[src/pbp_defines.vh]
// Register map, field positions, reset values and timing counts of the bus port.
`ifndef PBP_DEFINES_VH
`define PBP_DEFINES_VH

// ************************************************************
// Register word indices (byte address is four times the index)
// ************************************************************
`define PBP_IDX_PD_LOW 16'hFE68
`define PBP_IDX_PD_HIGH 16'hFE6A
`define PBP_ADDR_PD_LOW {`PBP_IDX_PD_LOW, 2'b00}
`define PBP_ADDR_PD_HIGH {`PBP_IDX_PD_HIGH, 2'b00}

// ************************************************************
// Byte addresses of the port control registers
// ************************************************************
`define PBP_ADDR_LATCH 18'h0_0000
`define PBP_ADDR_DIR 18'h0_0004
`define PBP_ADDR_PULL_EN 18'h0_0008
`define PBP_ADDR_PULL_SEL 18'h0_000C
`define PBP_ADDR_BUSCFG 18'h0_0010
`define PBP_ADDR_STARTUP 18'h0_0014
`define PBP_ADDR_PINS 18'h0_0018
`define PBP_ADDR_STATUS 18'h0_001C

// ************************************************************
// Reset values
// ************************************************************
`define PBP_RST_PD 8'h00
`define PBP_RST_PULL 16'hFFFF
`define PBP_RST_LATCH 16'h0000
`define PBP_RST_DIR 16'h0000
`define PBP_RST_BUSCFG 8'hFF

// ************************************************************
// Bus configuration fields
// ************************************************************
`define PBP_CFG_EN_BIT 5
`define PBP_CFG_MUX_BIT 6
`define PBP_CFG_W16_BIT 7

// ************************************************************
// Bus answers and timing
// ************************************************************
`define PBP_RESP_OKAY 2'b00
`define PBP_RESP_SLVERR 2'b10
`define PBP_PHASE_NS 40
`define PBP_CLK_NS 20
`define PBP_PHASE_CYC (`PBP_PHASE_NS / `PBP_CLK_NS)

`endif

[src/pbp_bus_seq.v]
// External access sequencer: address phase, data phase and byte splitting.
`timescale 1ns/1ns
`include "pbp_defines.vh"

module pbp_bus_seq #(
	parameter PHASE = `PBP_PHASE_CYC
) (
	// Clock and reset.
	input wire aclk,
	input wire aresetn,
	// Access request.
	input wire start,
	input wire write,
	input wire word,
	input wire mux,
	input wire w16,
	input wire [15:0] addr,
	input wire [15:0] wdata,
	// Port line levels.
	input wire [15:0] pad_in,
	// Drive request and access answer.
	output reg [15:0] oe,
	output reg [15:0] val,
	output reg busy,
	output reg done,
	output reg [15:0] rdata
);

	localparam ST_IDLE = 2'd0;
	localparam ST_ADDR = 2'd1;
	localparam ST_DATA = 2'd2;

	reg [1:0] state;
	reg [7:0] cnt;
	reg hi, wr, wd, mx, wide;
	reg [15:0] a, d;
	wire last = (cnt == PHASE - 1);

	// Lane drive per phase; a read data phase leaves every line released.
	always @* begin
		oe = 16'h0000;
		val = 16'h0000;
		if (state == ST_ADDR) begin
			oe = 16'hFFFF;
			val = a | {15'h0000, hi};
		end else if (state == ST_DATA && wr) begin
			oe = wide ? 16'hFFFF : 16'h00FF;
			val = wide ? d : {8'h00, hi ? d[15:8] : d[7:0]};
		end
	end

	// Phase sequence; an 8-bit word access repeats the cycle for the high byte.
	always @(posedge aclk) begin
		if (!aresetn) begin
			state <= ST_IDLE;
			cnt <= 8'h00;
			hi <= 1'b0;
			{wr, wd, mx, wide} <= 4'h0;
			a <= 16'h0000;
			d <= 16'h0000;
			busy <= 1'b0;
			done <= 1'b0;
			rdata <= 16'h0000;
		end else begin
			done <= 1'b0;
			cnt <= last ? 8'h00 : cnt + 8'h01;
			case (state)
				ST_IDLE: begin
					cnt <= 8'h00;
					if (start) begin
						{wr, wd, mx, wide} <= {write, word, mux, w16};
						a <= addr;
						d <= wdata;
						hi <= 1'b0;
						busy <= 1'b1;
						state <= mux ? ST_ADDR : ST_DATA;
					end
				end
				ST_ADDR: if (last) state <= ST_DATA;
				ST_DATA: if (last) begin
					if (!wr && wide) rdata <= pad_in;
					if (!wr && !wide && !hi) rdata[7:0] <= pad_in[7:0];
					if (!wr && !wide && hi) rdata[15:8] <= pad_in[7:0];
					if (!wide && wd && !hi) begin
						hi <= 1'b1;
						state <= mx ? ST_ADDR : ST_DATA;
					end else begin
						busy <= 1'b0;
						done <= 1'b1;
						state <= ST_IDLE;
					end
				end
				default: state <= ST_IDLE;
			endcase
		end
	end

endmodule // pbp_bus_seq

[src/pbp_port.v]
// Sixteen-line bus port with startup capture, power-down drive and register slave.
//
// The AXI4-Lite interface to the registers was decided locally.
`timescale 1ns/1ns
`include "pbp_defines.vh"

module pbp_port #(
	parameter AW = 18,
	parameter PHASE = `PBP_PHASE_CYC
) (
	// Clock and reset.
	input wire aclk,
	input wire aresetn,
	// AXI4-Lite write address and data.
	input wire [AW-1:0] s_axi_awaddr,
	input wire s_axi_awvalid,
	output reg s_axi_awready,
	input wire [31:0] s_axi_wdata,
	input wire [3:0] s_axi_wstrb,
	input wire s_axi_wvalid,
	output reg s_axi_wready,
	// AXI4-Lite write response.
	output reg [1:0] s_axi_bresp,
	output reg s_axi_bvalid,
	input wire s_axi_bready,
	// AXI4-Lite read.
	input wire [AW-1:0] s_axi_araddr,
	input wire s_axi_arvalid,
	output reg s_axi_arready,
	output reg [31:0] s_axi_rdata,
	output reg [1:0] s_axi_rresp,
	output reg s_axi_rvalid,
	input wire s_axi_rready,
	// Port lines.
	input wire [15:0] pad_in,
	output reg [15:0] pad_out,
	output reg [15:0] pad_oe,
	output reg [15:0] pad_pull_en,
	output reg [15:0] pad_pull_sel,
	// System power-down level.
	input wire powerdown,
	// External access request from the bus controller.
	input wire acc_req,
	input wire acc_write,
	input wire acc_word,
	input wire [15:0] acc_addr,
	input wire [15:0] acc_wdata,
	// External access answer.
	output reg acc_busy,
	output reg acc_done,
	output reg [15:0] acc_rdata,
	output reg [15:0] alt_in
);

	// ************************************************************
	// Registers and internal nets
	// ************************************************************
	reg [7:0] low_byte_powerdown_drive;
	reg [7:0] high_byte_powerdown_drive;
	reg [15:0] bus_port_latch;
	reg [15:0] dir;
	reg [15:0] pull_enable_bit;
	reg [15:0] pull_select_bit;
	reg [7:0] first_window_bus_config;
	reg [7:0] startup_high_byte_capture;
	reg [AW-1:0] wr_addr;
	reg [31:0] wr_data;
	reg [3:0] wr_strb;
	reg [31:0] rd_word;
	reg rd_hit;
	reg wr_hit;
	reg [15:0] bus_lanes;
	reg [15:0] next_oe;
	reg [15:0] next_out;

	wire [15:0] strap;
	wire strap_load;
	wire [15:0] seq_oe;
	wire [15:0] seq_val;
	wire seq_busy;
	wire seq_done;
	wire [15:0] seq_rdata;
	wire bus_on = first_window_bus_config[`PBP_CFG_EN_BIT];
	wire bus_mux = first_window_bus_config[`PBP_CFG_MUX_BIT];
	wire bus_w16 = first_window_bus_config[`PBP_CFG_W16_BIT];
	wire [15:0] pd_drive = {high_byte_powerdown_drive, low_byte_powerdown_drive};
	wire acc_start = acc_req & bus_on & ~seq_busy;

	// Byte-lane merge of a 16-bit register with a write word.
	function [15:0] merge16;
		input [15:0] old;
		input [31:0] data;
		input [3:0] strb;
		begin
			merge16 = old;
			if (strb[0])
				merge16[7:0] = data[7:0];
			if (strb[1])
				merge16[15:8] = data[15:8];
		end
	endfunction

	// ************************************************************
	// Startup capture and access sequencer
	// ************************************************************

	// The line levels present during reset become the startup configuration.
	pbp_strap u_strap (
		.aclk(aclk),
		.aresetn(aresetn),
		.pad_in(pad_in),
		.strap(strap),
		.load(strap_load)
	);

	// Address phase (multiplexed bus only) and data phase of each external access.
	pbp_bus_seq #(
		.PHASE(PHASE)
	) u_seq (
		.aclk(aclk),
		.aresetn(aresetn),
		.start(acc_start),
		.write(acc_write),
		.word(acc_word),
		.mux(bus_mux),
		.w16(bus_w16),
		.addr(acc_addr),
		.wdata(acc_wdata),
		.pad_in(pad_in),
		.oe(seq_oe),
		.val(seq_val),
		.busy(seq_busy),
		.done(seq_done),
		.rdata(seq_rdata)
	);

	// ************************************************************
	// Pin direction and output selection
	// ************************************************************

	// Lines claimed by the bus; the high byte stays general I/O on an 8-bit demux bus.
	always @* begin
		if (!bus_on)
			bus_lanes = 16'h0000;
		else if (!bus_mux && !bus_w16)
			bus_lanes = 16'h00FF;
		else
			bus_lanes = 16'hFFFF;
	end

	// Claimed lines follow the sequencer, the rest follow the user registers.
	always @* begin
		next_oe = (bus_lanes & seq_oe) | (~bus_lanes & dir);
		next_out = (bus_lanes & seq_val) | (~bus_lanes & bus_port_latch);
		if (powerdown)
			next_oe = next_oe & pd_drive;
	end

	// Pad drivers are registered; pulls are dropped on any line being driven.
	always @(posedge aclk) begin
		if (!aresetn) begin
			pad_oe <= 16'h0000;
			pad_out <= 16'h0000;
			pad_pull_en <= `PBP_RST_PULL;
			pad_pull_sel <= `PBP_RST_PULL;
			alt_in <= 16'h0000;
		end else begin
			pad_oe <= next_oe;
			pad_out <= next_out;
			pad_pull_en <= pull_enable_bit & ~next_oe;
			pad_pull_sel <= pull_select_bit;
			alt_in <= pad_in & bus_lanes;
		end
	end

	// Access answer registered once more so every output leaves a flip-flop.
	always @(posedge aclk) begin
		if (!aresetn) begin
			acc_busy <= 1'b0;
			acc_done <= 1'b0;
			acc_rdata <= 16'h0000;
		end else begin
			acc_busy <= seq_busy | acc_start;
			acc_done <= seq_done;
			acc_rdata <= seq_rdata;
		end
	end

	// ************************************************************
	// AXI4-Lite write channel
	// ************************************************************

	// Known addresses for writes; the read-only ones answer with an error.
	always @* begin
		case (wr_addr)
			`PBP_ADDR_PD_LOW, `PBP_ADDR_PD_HIGH, `PBP_ADDR_LATCH, `PBP_ADDR_DIR,
			`PBP_ADDR_PULL_EN, `PBP_ADDR_PULL_SEL, `PBP_ADDR_BUSCFG: wr_hit = 1'b1;
			default: wr_hit = 1'b0;
		endcase
	end

	// Address and data are taken in either order; the response follows both.
	always @(posedge aclk) begin
		if (!aresetn) begin
			s_axi_awready <= 1'b1;
			s_axi_wready <= 1'b1;
			s_axi_bvalid <= 1'b0;
			s_axi_bresp <= `PBP_RESP_OKAY;
			wr_addr <= {AW{1'b0}};
			wr_data <= 32'h0000_0000;
			wr_strb <= 4'h0;
			low_byte_powerdown_drive <= `PBP_RST_PD;
			high_byte_powerdown_drive <= `PBP_RST_PD;
			bus_port_latch <= `PBP_RST_LATCH;
			dir <= `PBP_RST_DIR;
			pull_enable_bit <= `PBP_RST_PULL;
			pull_select_bit <= `PBP_RST_PULL;
			first_window_bus_config <= `PBP_RST_BUSCFG;
			startup_high_byte_capture <= `PBP_RST_BUSCFG;
		end else begin
			if (s_axi_awvalid && s_axi_awready) begin
				wr_addr <= s_axi_awaddr;
				s_axi_awready <= 1'b0;
			end
			if (s_axi_wvalid && s_axi_wready) begin
				wr_data <= s_axi_wdata;
				wr_strb <= s_axi_wstrb;
				s_axi_wready <= 1'b0;
			end
			if (!s_axi_awready && !s_axi_wready && !s_axi_bvalid) begin
				s_axi_bvalid <= 1'b1;
				s_axi_bresp <= wr_hit ? `PBP_RESP_OKAY : `PBP_RESP_SLVERR;
				case (wr_addr)
					`PBP_ADDR_PD_LOW: if (wr_strb[0])
						low_byte_powerdown_drive <= wr_data[7:0];
					`PBP_ADDR_PD_HIGH: if (wr_strb[0])
						high_byte_powerdown_drive <= wr_data[7:0];
					// Written even in bus mode; the bus-claimed pins then ignore it.
					`PBP_ADDR_LATCH: bus_port_latch <= merge16(bus_port_latch, wr_data, wr_strb);
					`PBP_ADDR_DIR: dir <= merge16(dir, wr_data, wr_strb);
					`PBP_ADDR_PULL_EN:
						pull_enable_bit <= merge16(pull_enable_bit, wr_data, wr_strb);
					`PBP_ADDR_PULL_SEL:
						pull_select_bit <= merge16(pull_select_bit, wr_data, wr_strb);
					`PBP_ADDR_BUSCFG: if (wr_strb[0])
						first_window_bus_config <= wr_data[7:0];
					default: begin
					end
				endcase
			end
			if (s_axi_bvalid && s_axi_bready) begin
				s_axi_bvalid <= 1'b0;
				s_axi_awready <= 1'b1;
				s_axi_wready <= 1'b1;
			end
			// The startup load pulses in the second cycle after reset and wins.
			if (strap_load) begin
				first_window_bus_config <= strap[7:0];
				startup_high_byte_capture <= strap[15:8];
			end
		end
	end

	// ************************************************************
	// AXI4-Lite read channel
	// ************************************************************

	// Read word selection; upper bits of every register read as zero.
	always @* begin
		rd_hit = 1'b1;
		rd_word = 32'h0000_0000;
		case (s_axi_araddr)
			`PBP_ADDR_PD_LOW: rd_word[7:0] = low_byte_powerdown_drive;
			`PBP_ADDR_PD_HIGH: rd_word[7:0] = high_byte_powerdown_drive;
			`PBP_ADDR_LATCH: rd_word[15:0] = bus_port_latch;
			`PBP_ADDR_DIR: rd_word[15:0] = dir;
			`PBP_ADDR_PULL_EN: rd_word[15:0] = pull_enable_bit;
			`PBP_ADDR_PULL_SEL: rd_word[15:0] = pull_select_bit;
			`PBP_ADDR_BUSCFG: rd_word[7:0] = first_window_bus_config;
			`PBP_ADDR_STARTUP: rd_word[7:0] = startup_high_byte_capture;
			`PBP_ADDR_PINS: rd_word[15:0] = pad_in;
			`PBP_ADDR_STATUS: rd_word[0] = seq_busy;
			default: rd_hit = 1'b0;
		endcase
	end

	// One read at a time; the answer comes one cycle after the address is taken.
	always @(posedge aclk) begin
		if (!aresetn) begin
			s_axi_arready <= 1'b1;
			s_axi_rvalid <= 1'b0;
			s_axi_rdata <= 32'h0000_0000;
			s_axi_rresp <= `PBP_RESP_OKAY;
		end else begin
			if (s_axi_arvalid && s_axi_arready) begin
				s_axi_arready <= 1'b0;
				s_axi_rvalid <= 1'b1;
				s_axi_rdata <= rd_word;
				s_axi_rresp <= rd_hit ? `PBP_RESP_OKAY : `PBP_RESP_SLVERR;
			end
			if (s_axi_rvalid && s_axi_rready) begin
				s_axi_rvalid <= 1'b0;
				s_axi_arready <= 1'b1;
			end
		end
	end

endmodule // pbp_port

[src/pbp_strap.v]
// Startup configuration capture from the port lines during reset.
`timescale 1ns/1ns
`include "pbp_defines.vh"

module pbp_strap (
	// Clock and reset.
	input wire aclk,
	input wire aresetn,
	// Port line levels.
	input wire [15:0] pad_in,
	// Captured configuration and its load pulse.
	output reg [15:0] strap,
	output reg load
);

	reg armed;

	// Lines are sampled every reset cycle, so the last level before release is kept.
	always @(posedge aclk) begin
		if (!aresetn) begin
			strap <= pad_in;
			armed <= 1'b1;
			load <= 1'b0;
		end else begin
			load <= armed;
			armed <= 1'b0;
		end
	end

endmodule // pbp_strap

[config.mk]
export PLATFORM = sky130hd
export DESIGN_NAME = pbp_port
export DESIGN_NICKNAME = d
export VERILOG_FILES = /design/src/pbp_bus_seq.v /design/src/pbp_port.v /design/src/pbp_strap.v
export VERILOG_INCLUDE_DIRS = /design/src /design/src/src
export SDC_FILE = /design/constraint.sdc
export NUM_CORES = 1
export LEC_CHECK = 0
export ABC_AREA = 1
export BUFFER_PORTS_ARGS = -buffer_cell sky130_fd_sc_hd__buf_2
export CAP_MARGIN = 20
export CORE_ASPECT_RATIO = 0.75
export CORE_MARGIN = 5
export CORE_UTILIZATION = 45
export CTS_CLUSTER_SIZE = 12
export DETAILED_ROUTE_END_ITERATION = 10
export PLACE_DENSITY = 0.74
export SYNTH_ARGS = -nofsm -noshare
export SYNTH_HDL_FRONTEND = slang
export SYNTH_SLANG_ARGS = --single-unit
[constraint.sdc]
create_clock -name aclk -period 4.8 [get_ports aclk]
set_input_delay 0.96 -clock aclk [delete_from_list [all_inputs] [get_ports aclk]]
set_output_delay 0.96 -clock aclk [all_outputs]
set_load 0.01 [all_outputs]
==> results of run 1 <==
area by class of cell:
class | count | area, µm²
fill | 2930 | 13900
sequential | 336 | 6890
multi-input combinational | 1157 | 5520
timing repair buffer | 244 | 1280
clock buffer | 50 | 1030
inverter | 216 | 815
tap | 399 | 499
clock inverter | 7 | 100
antenna | 1 | 2.50
where the power goes:
| group | leakage [nW] | internal [W] | switching, W |
|---|---|---|---|
| clock network | 0.552 | 0.00160 | 0.00111 |
| registers | 2.77 | 0.00299 | 0.000131 |
| logic | 3.94 | 0.000236 | 0.000512 |
| total | 7.26 | 0.00482 | 0.00175 |
cell usage after synthesis (3+ instances only):
| cell type | n | share of area |
|---|---|---|
| buf_4 | 21 | 0.012 |
| buf_1 | 5 | 0.0014 |
| a211oi_1 | 8 | 0.0044 |
| a221oi_1 | 8 | 0.0051 |
| nand3_1 | 153 | 0.056 |
| clkbuf_1 | 56 | 0.015 |
| o21ai_1 | 9 | 0.0033 |
| nand2_2 | 6 | 0.0028 |
| o22ai_1 | 16 | 0.0073 |
| inv_2 | 9 | 0.0025 |
| nor2_1 | 271 | 0.075 |
| nor2_2 | 10 | 0.0046 |
| nor3b_1 | 3 | 0.0017 |
| nor3_2 | 4 | 0.0029 |
| nor3_1 | 30 | 0.011 |
| clkinv_1 | 7 | 0.0019 |
| a21oi_1 | 124 | 0.046 |
| nand2_1 | 254 | 0.070 |
| o21ai_0 | 162 | 0.059 |
| buf_6 | 3 | 0.0025 |
| edfxtp_1 | 16 | 0.035 |
| buf_2 | 12 | 0.0044 |
| nand4_1 | 31 | 0.014 |
| nor2_4 | 7 | 0.0058 |
| a31oi_1 | 15 | 0.0069 |
| nor4_1 | 3 | 0.0014 |
| inv_1 | 198 | 0.055 |
| dfxtp_1 | 320 | 0.47 |
metrics by stage:
stage | cells | hold WS, ns | utilization | area (µm²) | total power, W
2_1_floorplan | 1806 | 0.390 | - | 13700 | 0.00361
3_3_place_gp | 2351 | 0.392 | 0.499 | 15000 | 0.00388
3_5_place_dp | 2351 | 0.422 | 0.499 | 15000 | 0.00390
4_1_cts | 2408 | 0.432 | 0.537 | 16100 | 0.00659
5_1_grt | 2410 | 0.443 | 0.538 | 16100 | 0.00683
6_report | 2410 | 0.434 | 0.538 | 16100 | 0.00657
routing by layer:
metal	routed length, µm	share of wire	global-route usage	vias to the layer above
met2	18600	0.42	0.365	619
met5	32	0.00073	0	-
li1	-	-	-	6216
met1	19600	0.45	0.368	6003
met3	4650	0.11	0.0531	77
met4	914	0.021	0.0619	6
cells by family (layout without fill, tap and decap cells):
logic type,Yosys count,after routing
buffers and inverters,313,517
flip-flops,336,336
other,1,19
adder cells (fa/ha/maj),2,2
AND/OR/NAND/NOR,787,787
AO/OA/AOI/OAI,350,350
critical path, cell delays in order:
cell and delay (ns):
buf_2 0.10, nor2_1 0.09, nand2_1 0.09, nor2_2 0.12, buf_4 0.38, nand3_1 0.72
o21ai_0 0.69, nor3_1 0.09, nor2_1 0.10
worst min-delay path by stage:
stage                                      from  cells past startpoint                 endpoint
finish              u_seq.rdata[7]$_SDFFE_PN0P_                      2  acc_rdata[7]$_SDFF_PN0_
global route              u_strap.armed$_DFF_P_                      2  u_strap.load$_SDFF_PN0_
CTS                 u_seq.rdata[2]$_SDFFE_PN0P_                      2  acc_rdata[2]$_SDFF_PN0_
detailed placement        u_seq.done$_SDFF_PN0_                      2      acc_done$_SDFF_PN0_
global placement          u_strap.armed$_DFF_P_                      2  u_strap.load$_SDFF_PN0_
floorplan                 u_seq.done$_SDFF_PN0_                      2      acc_done$_SDFF_PN0_
==> out/results.tsv, run 1 <==
stage	metric	value	unit
outcome	outcome	complete, no violations	
logic_synthesis	Seq cells post-synth	336	
sta	Final Max Slew Viols	0	
critical_path	CP startpoint	s_axi_araddr[14]	
critical_path	crit path to	s_axi_rdata[9]$_SDFFE_PN0P_	
sta	period utilization	0.608	
sta	maximum clock frequency	343	MHz
detailed_routing	Post-route DRC	0	
sta	setup TNS	0	ns
clocking	CTS Buf Count	36	
grt	global-route wire length before repair	67000	µm
grt	GRT Overall Usage	0.247	
logic_synthesis	Synth Area in Simple Gates	0.261	
logic_synthesis	sequential area share after synthesis	0.505	
detailed_routing	final wirelength	43800	µm
placed_design	HPWL Detailed	30900	µm
cells_and_area	ratio of cells with drive above 1 in the final layout	0.172	
cells_and_area	most frequent cells in the layout	dfxtp_1 (320), nor2_1 (271), nand2_1 (254), buf_2 (232), inv_1 (198)	
sta	final setup violation count	0	
sta	Post-Route Skew	0.0212	ns
sta	Least-Margin Pin Slew	0.937	ns
sta	Final WS setup	1.88	ns
clocking	postcts setup bufs	0	
detailed_routing	Routed Antenna Nets	0	
grt	initial antenna violation count	4	
worst_hold_path	Min-Delay Path Class	reg -> reg	
critical_path	Critical Path AT	3.38	ns
clocking	clk sink count	336	
floorplanning	num rows	55	
flow_run	Max Cap Viol	0	
detailed_routing	Vias	12900	
grt	largest net degree at the start of global routing	207	
detailed_routing	vias per inst	5.36	
clocking	htree depth	2	
logic_synthesis	post-synthesis adder-cell area fraction	0.00184	
critical_path	worst r2r src	u_seq.cnt[0]$_SDFF_PP0_	
clocking	Clock Latency Late Sink	0.53	ns
logic_synthesis	asr flop ratio synth	0	
clocking	CTS Buffer Depth	3	
detailed_routing	wire per inst	18.2	µm
power_and_ir_drop	Power per Cell Area	407	nW/µm²
sta	min Tclk post-route	2.92	ns
logic_synthesis	Mapped Area	13600	µm²
placed_design	gpl congestion	0.939	
cells_and_area	most common cell after layout, fill and taps aside	dfxtp_1	
critical_path	r2r setup slk	2.16	ns
logic_synthesis	Compound-Gate Fraction of Synth Area	0.137	
cells_and_area	number of flip-flops under the largest register name	18	
detailed_routing	drt initial violations	1263	
logic_synthesis	XOR/XNOR share of the synthesized area	0	
grt	GR Overflow Total	0	
critical_path	critical path class	in -> reg	
logic_synthesis	EDFF count, synth	16	
logic_synthesis	Netlist cell types	46	
floorplanning	starting density of the core	0.454	
clocking	CTS clk-pin slew, worst paths	0.06	ns
critical_path	r2r worst-path depth	6	
floorplanning	die height	161	µm
clocking	Clock Tree Root	clkbuf_16	
critical_path	Critical Path Sink Type	flip-flop	
logic_synthesis	Yosys warnings	0	
power_and_ir_drop	Pleak	7.26	nW
logic_synthesis	Syn Area/Cell	7.62	µm²
grt	vias in the first global route	12000	
floorplanning	total I/O pin count	270	
logic_synthesis	largest family of logic cells by synthesized area	simple AND/OR/NAND/NOR gates	
sta	worst rel slew slack	0.374	
cells_and_area	area grow syn2layout	18.3	%
floorplanning	core area	30000	µm²
floorplanning	Die ar.	33900	µm²
cells_and_area	Nets	2124	
sta	RSZ-0062 raised after global routing	no	
critical_path	r2r endpoint	u_seq.rdata[6]$_SDFFE_PN0P_	
power_and_ir_drop	Peak VDD IR	240	µV
clocking	number of hold buffers added after CTS	0	
clocking	post-CTS resize count	0	
placed_design	# port buffers	233	
logic_synthesis	fraction of synthesized area in multiplexers	0	
clocking	CTS tree	yes	
logic_synthesis	ys flop type	dfxtp_1	
critical_path	CP Max Fanout	42	
cells_and_area	Top reg by flops	wr_addr	
critical_path	worst endpoint required time	5.26	ns
placed_design	Setup WS pre-CTS	1.51	ns
detailed_routing	Initial DRT Pass Iterations	5	
sta	Final Hold Vio Count	0	
critical_path	CP startpoint kind	primary input	
floorplanning	DIE WIDTH	211	µm
logic_synthesis	cells after synthesis	1789	
No activity file was read; power rests on OpenSTA's default activity.
==> run 2, diff against run 1 <==
--- a/config.mk
+++ b/config.mk
@@ -14,7 +14,7 @@
 export CORE_UTILIZATION = 45
 export CTS_CLUSTER_SIZE = 12
 export DETAILED_ROUTE_END_ITERATION = 10
-export PLACE_DENSITY = 0.74
+export PLACE_DENSITY = 0.77
 export SYNTH_ARGS = -nofsm -noshare
 export SYNTH_HDL_FRONTEND = slang
 export SYNTH_SLANG_ARGS = --single-unit
==> constraint.sdc (replaced) <==
create_clock -name aclk -period 2.6 [get_ports aclk]
set_input_delay 0.52 -clock aclk [delete_from_list [all_inputs] [get_ports aclk]]
set_output_delay 0.52 -clock aclk [all_outputs]
set_load 0.01 [all_outputs]
==> run 2 against run 1 <==
  * Final cell count grew 0.91%
  * Non-clock buffer count grew 23
  * Highest routed layer unchanged
  * Flip-flop and latch count is the same
  * Routed wire length shrank 0.20%
  * Clock power grew 74%
  * Core utilization grew 0.41 points
  * Critical path depth grew 1
  * Via count shrank 0.95%
  * Cell area grew 0.76%
  * Global-route usage is essentially flat
  * Sequential share of layout area shrank 0.32 points
  * Hold slack lost 0.23 ns
==> out/results.tsv, run 2 (synthesis gave the netlist of run 1 again) <==
stage	metric	value	unit
critical_path	worst r2r src	wr_addr[0]$_SDFFE_PN0P_	
outcome	outcome	complete, no violations	
cells_and_area	Top reg by flops	wr_addr	
cells_and_area	area taken by multi-input logic gates	5520	µm²
grt	initial antenna violation count	2	
cells_and_area	Final Util	0.542	
sta	setup TNS	0	ns
cells_and_area	Nets	2146	
sta	maximum clock frequency	486	MHz
power_and_ir_drop	internal cell power	0.00865	W
critical_path	r2r setup slk	0.54	ns
clocking	postcts setup bufs	0	
floorplanning	Die ar.	33900	µm²
clocking	Clock Latency Late Sink	0.53	ns
clocking	CTS clk-pin slew, worst paths	0.06	ns
floorplanning	DIE WIDTH	211	µm
detailed_routing	Routed Antenna Nets	0	
sta	RSZ-0062 raised after global routing	no	
grt	GRT Overall Usage	0.247	
power_and_ir_drop	Psw	0.00324	W
clocking	CTS tree	yes	
cells_and_area	most frequent cells in the layout	dfxtp_1 (320), nor2_1 (271), nand2_1 (254), buf_2 (232), inv_1 (198)	
power_and_ir_drop	Clk pwr share	0.396	
grt	global-route wire length before repair	67000	µm
sta	Final Max Slew Viols	0	
clocking	Clock Tree Root	clkbuf_16	
flow_run	Max Cap Viol	0	
sta	min Tclk post-route	2.06	ns
cells_and_area	register area	6890	µm²
critical_path	r2r endpoint	first_window_bus_config[1]$_SDFFE_PN1P_	
cells_and_area	area grow syn2layout	19.2	%
power_and_ir_drop	Sw Ratio	0.273	
critical_path	CP startpoint kind	flip-flop	
placed_design	HPWL Detailed	31800	µm
grt	vias in the first global route	12100	
detailed_routing	drt initial violations	1146	
power_and_ir_drop	Reg power frac	0.483	
sta	final setup violation count	0	
floorplanning	total I/O pin count	270	
detailed_routing	final wirelength	43700	µm
clocking	number of hold buffers added after CTS	0	
clocking	clk sink count	336	
detailed_routing	Post-route DRC	0	
floorplanning	core area	30000	µm²
power_and_ir_drop	Final Power	0.0119	W
clocking	CTS Buf Count	35	
floorplanning	num rows	55	
cells_and_area	ratio of cells with drive above 1 in the final layout	0.180	
critical_path	CP Max Fanout	10	
floorplanning	starting density of the core	0.454	
sta	worst rel slew slack	0.388	
critical_path	crit path to	first_window_bus_config[1]$_SDFFE_PN1P_	
critical_path	Critical Path AT	2.45	ns
placed_design	# port buffers	233	
sta	period utilization	0.791	
power_and_ir_drop	Peak VDD IR	557	µV
critical_path	worst endpoint required time	3.00	ns
detailed_routing	Initial DRT Pass Iterations	6	
critical_path	r2r worst-path depth	10	
cells_and_area	most common cell after layout, fill and taps aside	dfxtp_1	
placed_design	gpl congestion	0.927	
cells_and_area	fillers	2891	
clocking	CTS Buffer Depth	3	
sta	Final Hold Vio Count	0	
grt	largest net degree at the start of global routing	58	
grt	GR Overflow Total	0	
detailed_routing	vias per inst	5.26	
sta	Post-Route Skew	0.0198	ns
worst_hold_path	Min-Delay Path Class	in -> reg	
power_and_ir_drop	Comb pwr share	0.121	
floorplanning	die height	161	µm
cells_and_area	number of flip-flops under the largest register name	18	
critical_path	critical path class	reg -> reg	
sta	Least-Margin Pin Slew	0.915	ns
detailed_routing	wire per inst	18.0	µm
critical_path	CP startpoint	wr_addr[0]$_SDFFE_PN0P_	
critical_path	Critical Path Sink Type	flip-flop	
clocking	post-CTS resize count	0	
detailed_routing	Vias	12800	
power_and_ir_drop	Power per Cell Area	732	nW/µm²
clocking	htree depth	2	
power_and_ir_drop	Pleak	7.34	nW
==> run 2: cell count changes in the layout (fill, tap and decap cells not counted), moves of 2 or more <==
cell / delta
buf_12: +3
buf_4: +20
bufinv_16: -2
clkbuf_1: +3
clkbuf_16: -2
clkinv_2: -2
==> run 2: per-stage QoR <==
step | std cells | hold WS, ns | cell area (µm²) | setup WS, ns
3_5_place_dp | 2374 | 0.406 | 15200 | 0.407
5_1_grt | 2431 | 0.188 | 16300 | 0.346
3_3_place_gp | 2374 | 0.394 | 15200 | 0.424
4_1_cts | 2430 | 0.185 | 16200 | 0.435
6_report | 2432 | 0.203 | 16300 | 0.543
2_1_floorplan | 1806 | 0.390 | 13700 | 0.498
==> run 2: how the worst min path moves through the flow <==
| stage | cells past startpoint | end | slack [ns] | startpoint |
|---|---|---|---|---|
| finish | 1 | u_strap.strap[14]$_DFFE_PN_ | 0.20 | pad_in[14] |
| global route | 1 | u_strap.strap[14]$_DFFE_PN_ | 0.19 | pad_in[14] |
| CTS | 1 | u_strap.strap[14]$_DFFE_PN_ | 0.18 | pad_in[14] |
| detailed placement | 2 | u_strap.load$_SDFF_PN0_ | 0.41 | u_strap.armed$_DFF_P_ |
| global placement | 2 | u_strap.load$_SDFF_PN0_ | 0.39 | u_strap.armed$_DFF_P_ |
| floorplan | 2 | acc_done$_SDFF_PN0_ | 0.39 | u_seq.done$_SDFF_PN0_ |
==> run 2: power by group through the flow <==
stage	clock network, W	logic, W	registers, W
after global placement	0	0.00137	0.00583
after global routing	0.00498	0.00161	0.00577
after detailed placement	0	0.00140	0.00584
after floorplan	0	0.000844	0.00582
final	0.00471	0.00144	0.00574
after CTS	0.00476	0.00141	0.00573
==> run 2: cell type report <==
type	instances	area share
Antenna cell	1	0.000154
Clock buffer	52	0.0616
Clock inverter	4	0.00231
Inverter	216	0.0501
Multi-Input combinational cell	1157	0.339
Sequential cell	336	0.424
Tap cell	399	0.0307
Timing Repair Buffer	267	0.0919
==> run 2: layer usage <==
metal  vias up  wire length (µm)  global-route usage
met5         -                24                   0
met4         4               818              0.0616
met3        70              4790              0.0687
met2       566             18600               0.363
met1      5906             19400               0.361
li1       6252                 -                   -
==> run 2: critical path, stage by stage, from the launching register on <==
cell and delay [ns]:
dfxtp_1 0.31, nor2_1 0.19, inv_2 0.07, nor2_2 0.11, nand2_2 0.15, inv_2 0.09
nand4_1 0.27, o21ai_4 0.42, inv_2 0.16, nand2_1 0.09, nand3_1 0.07
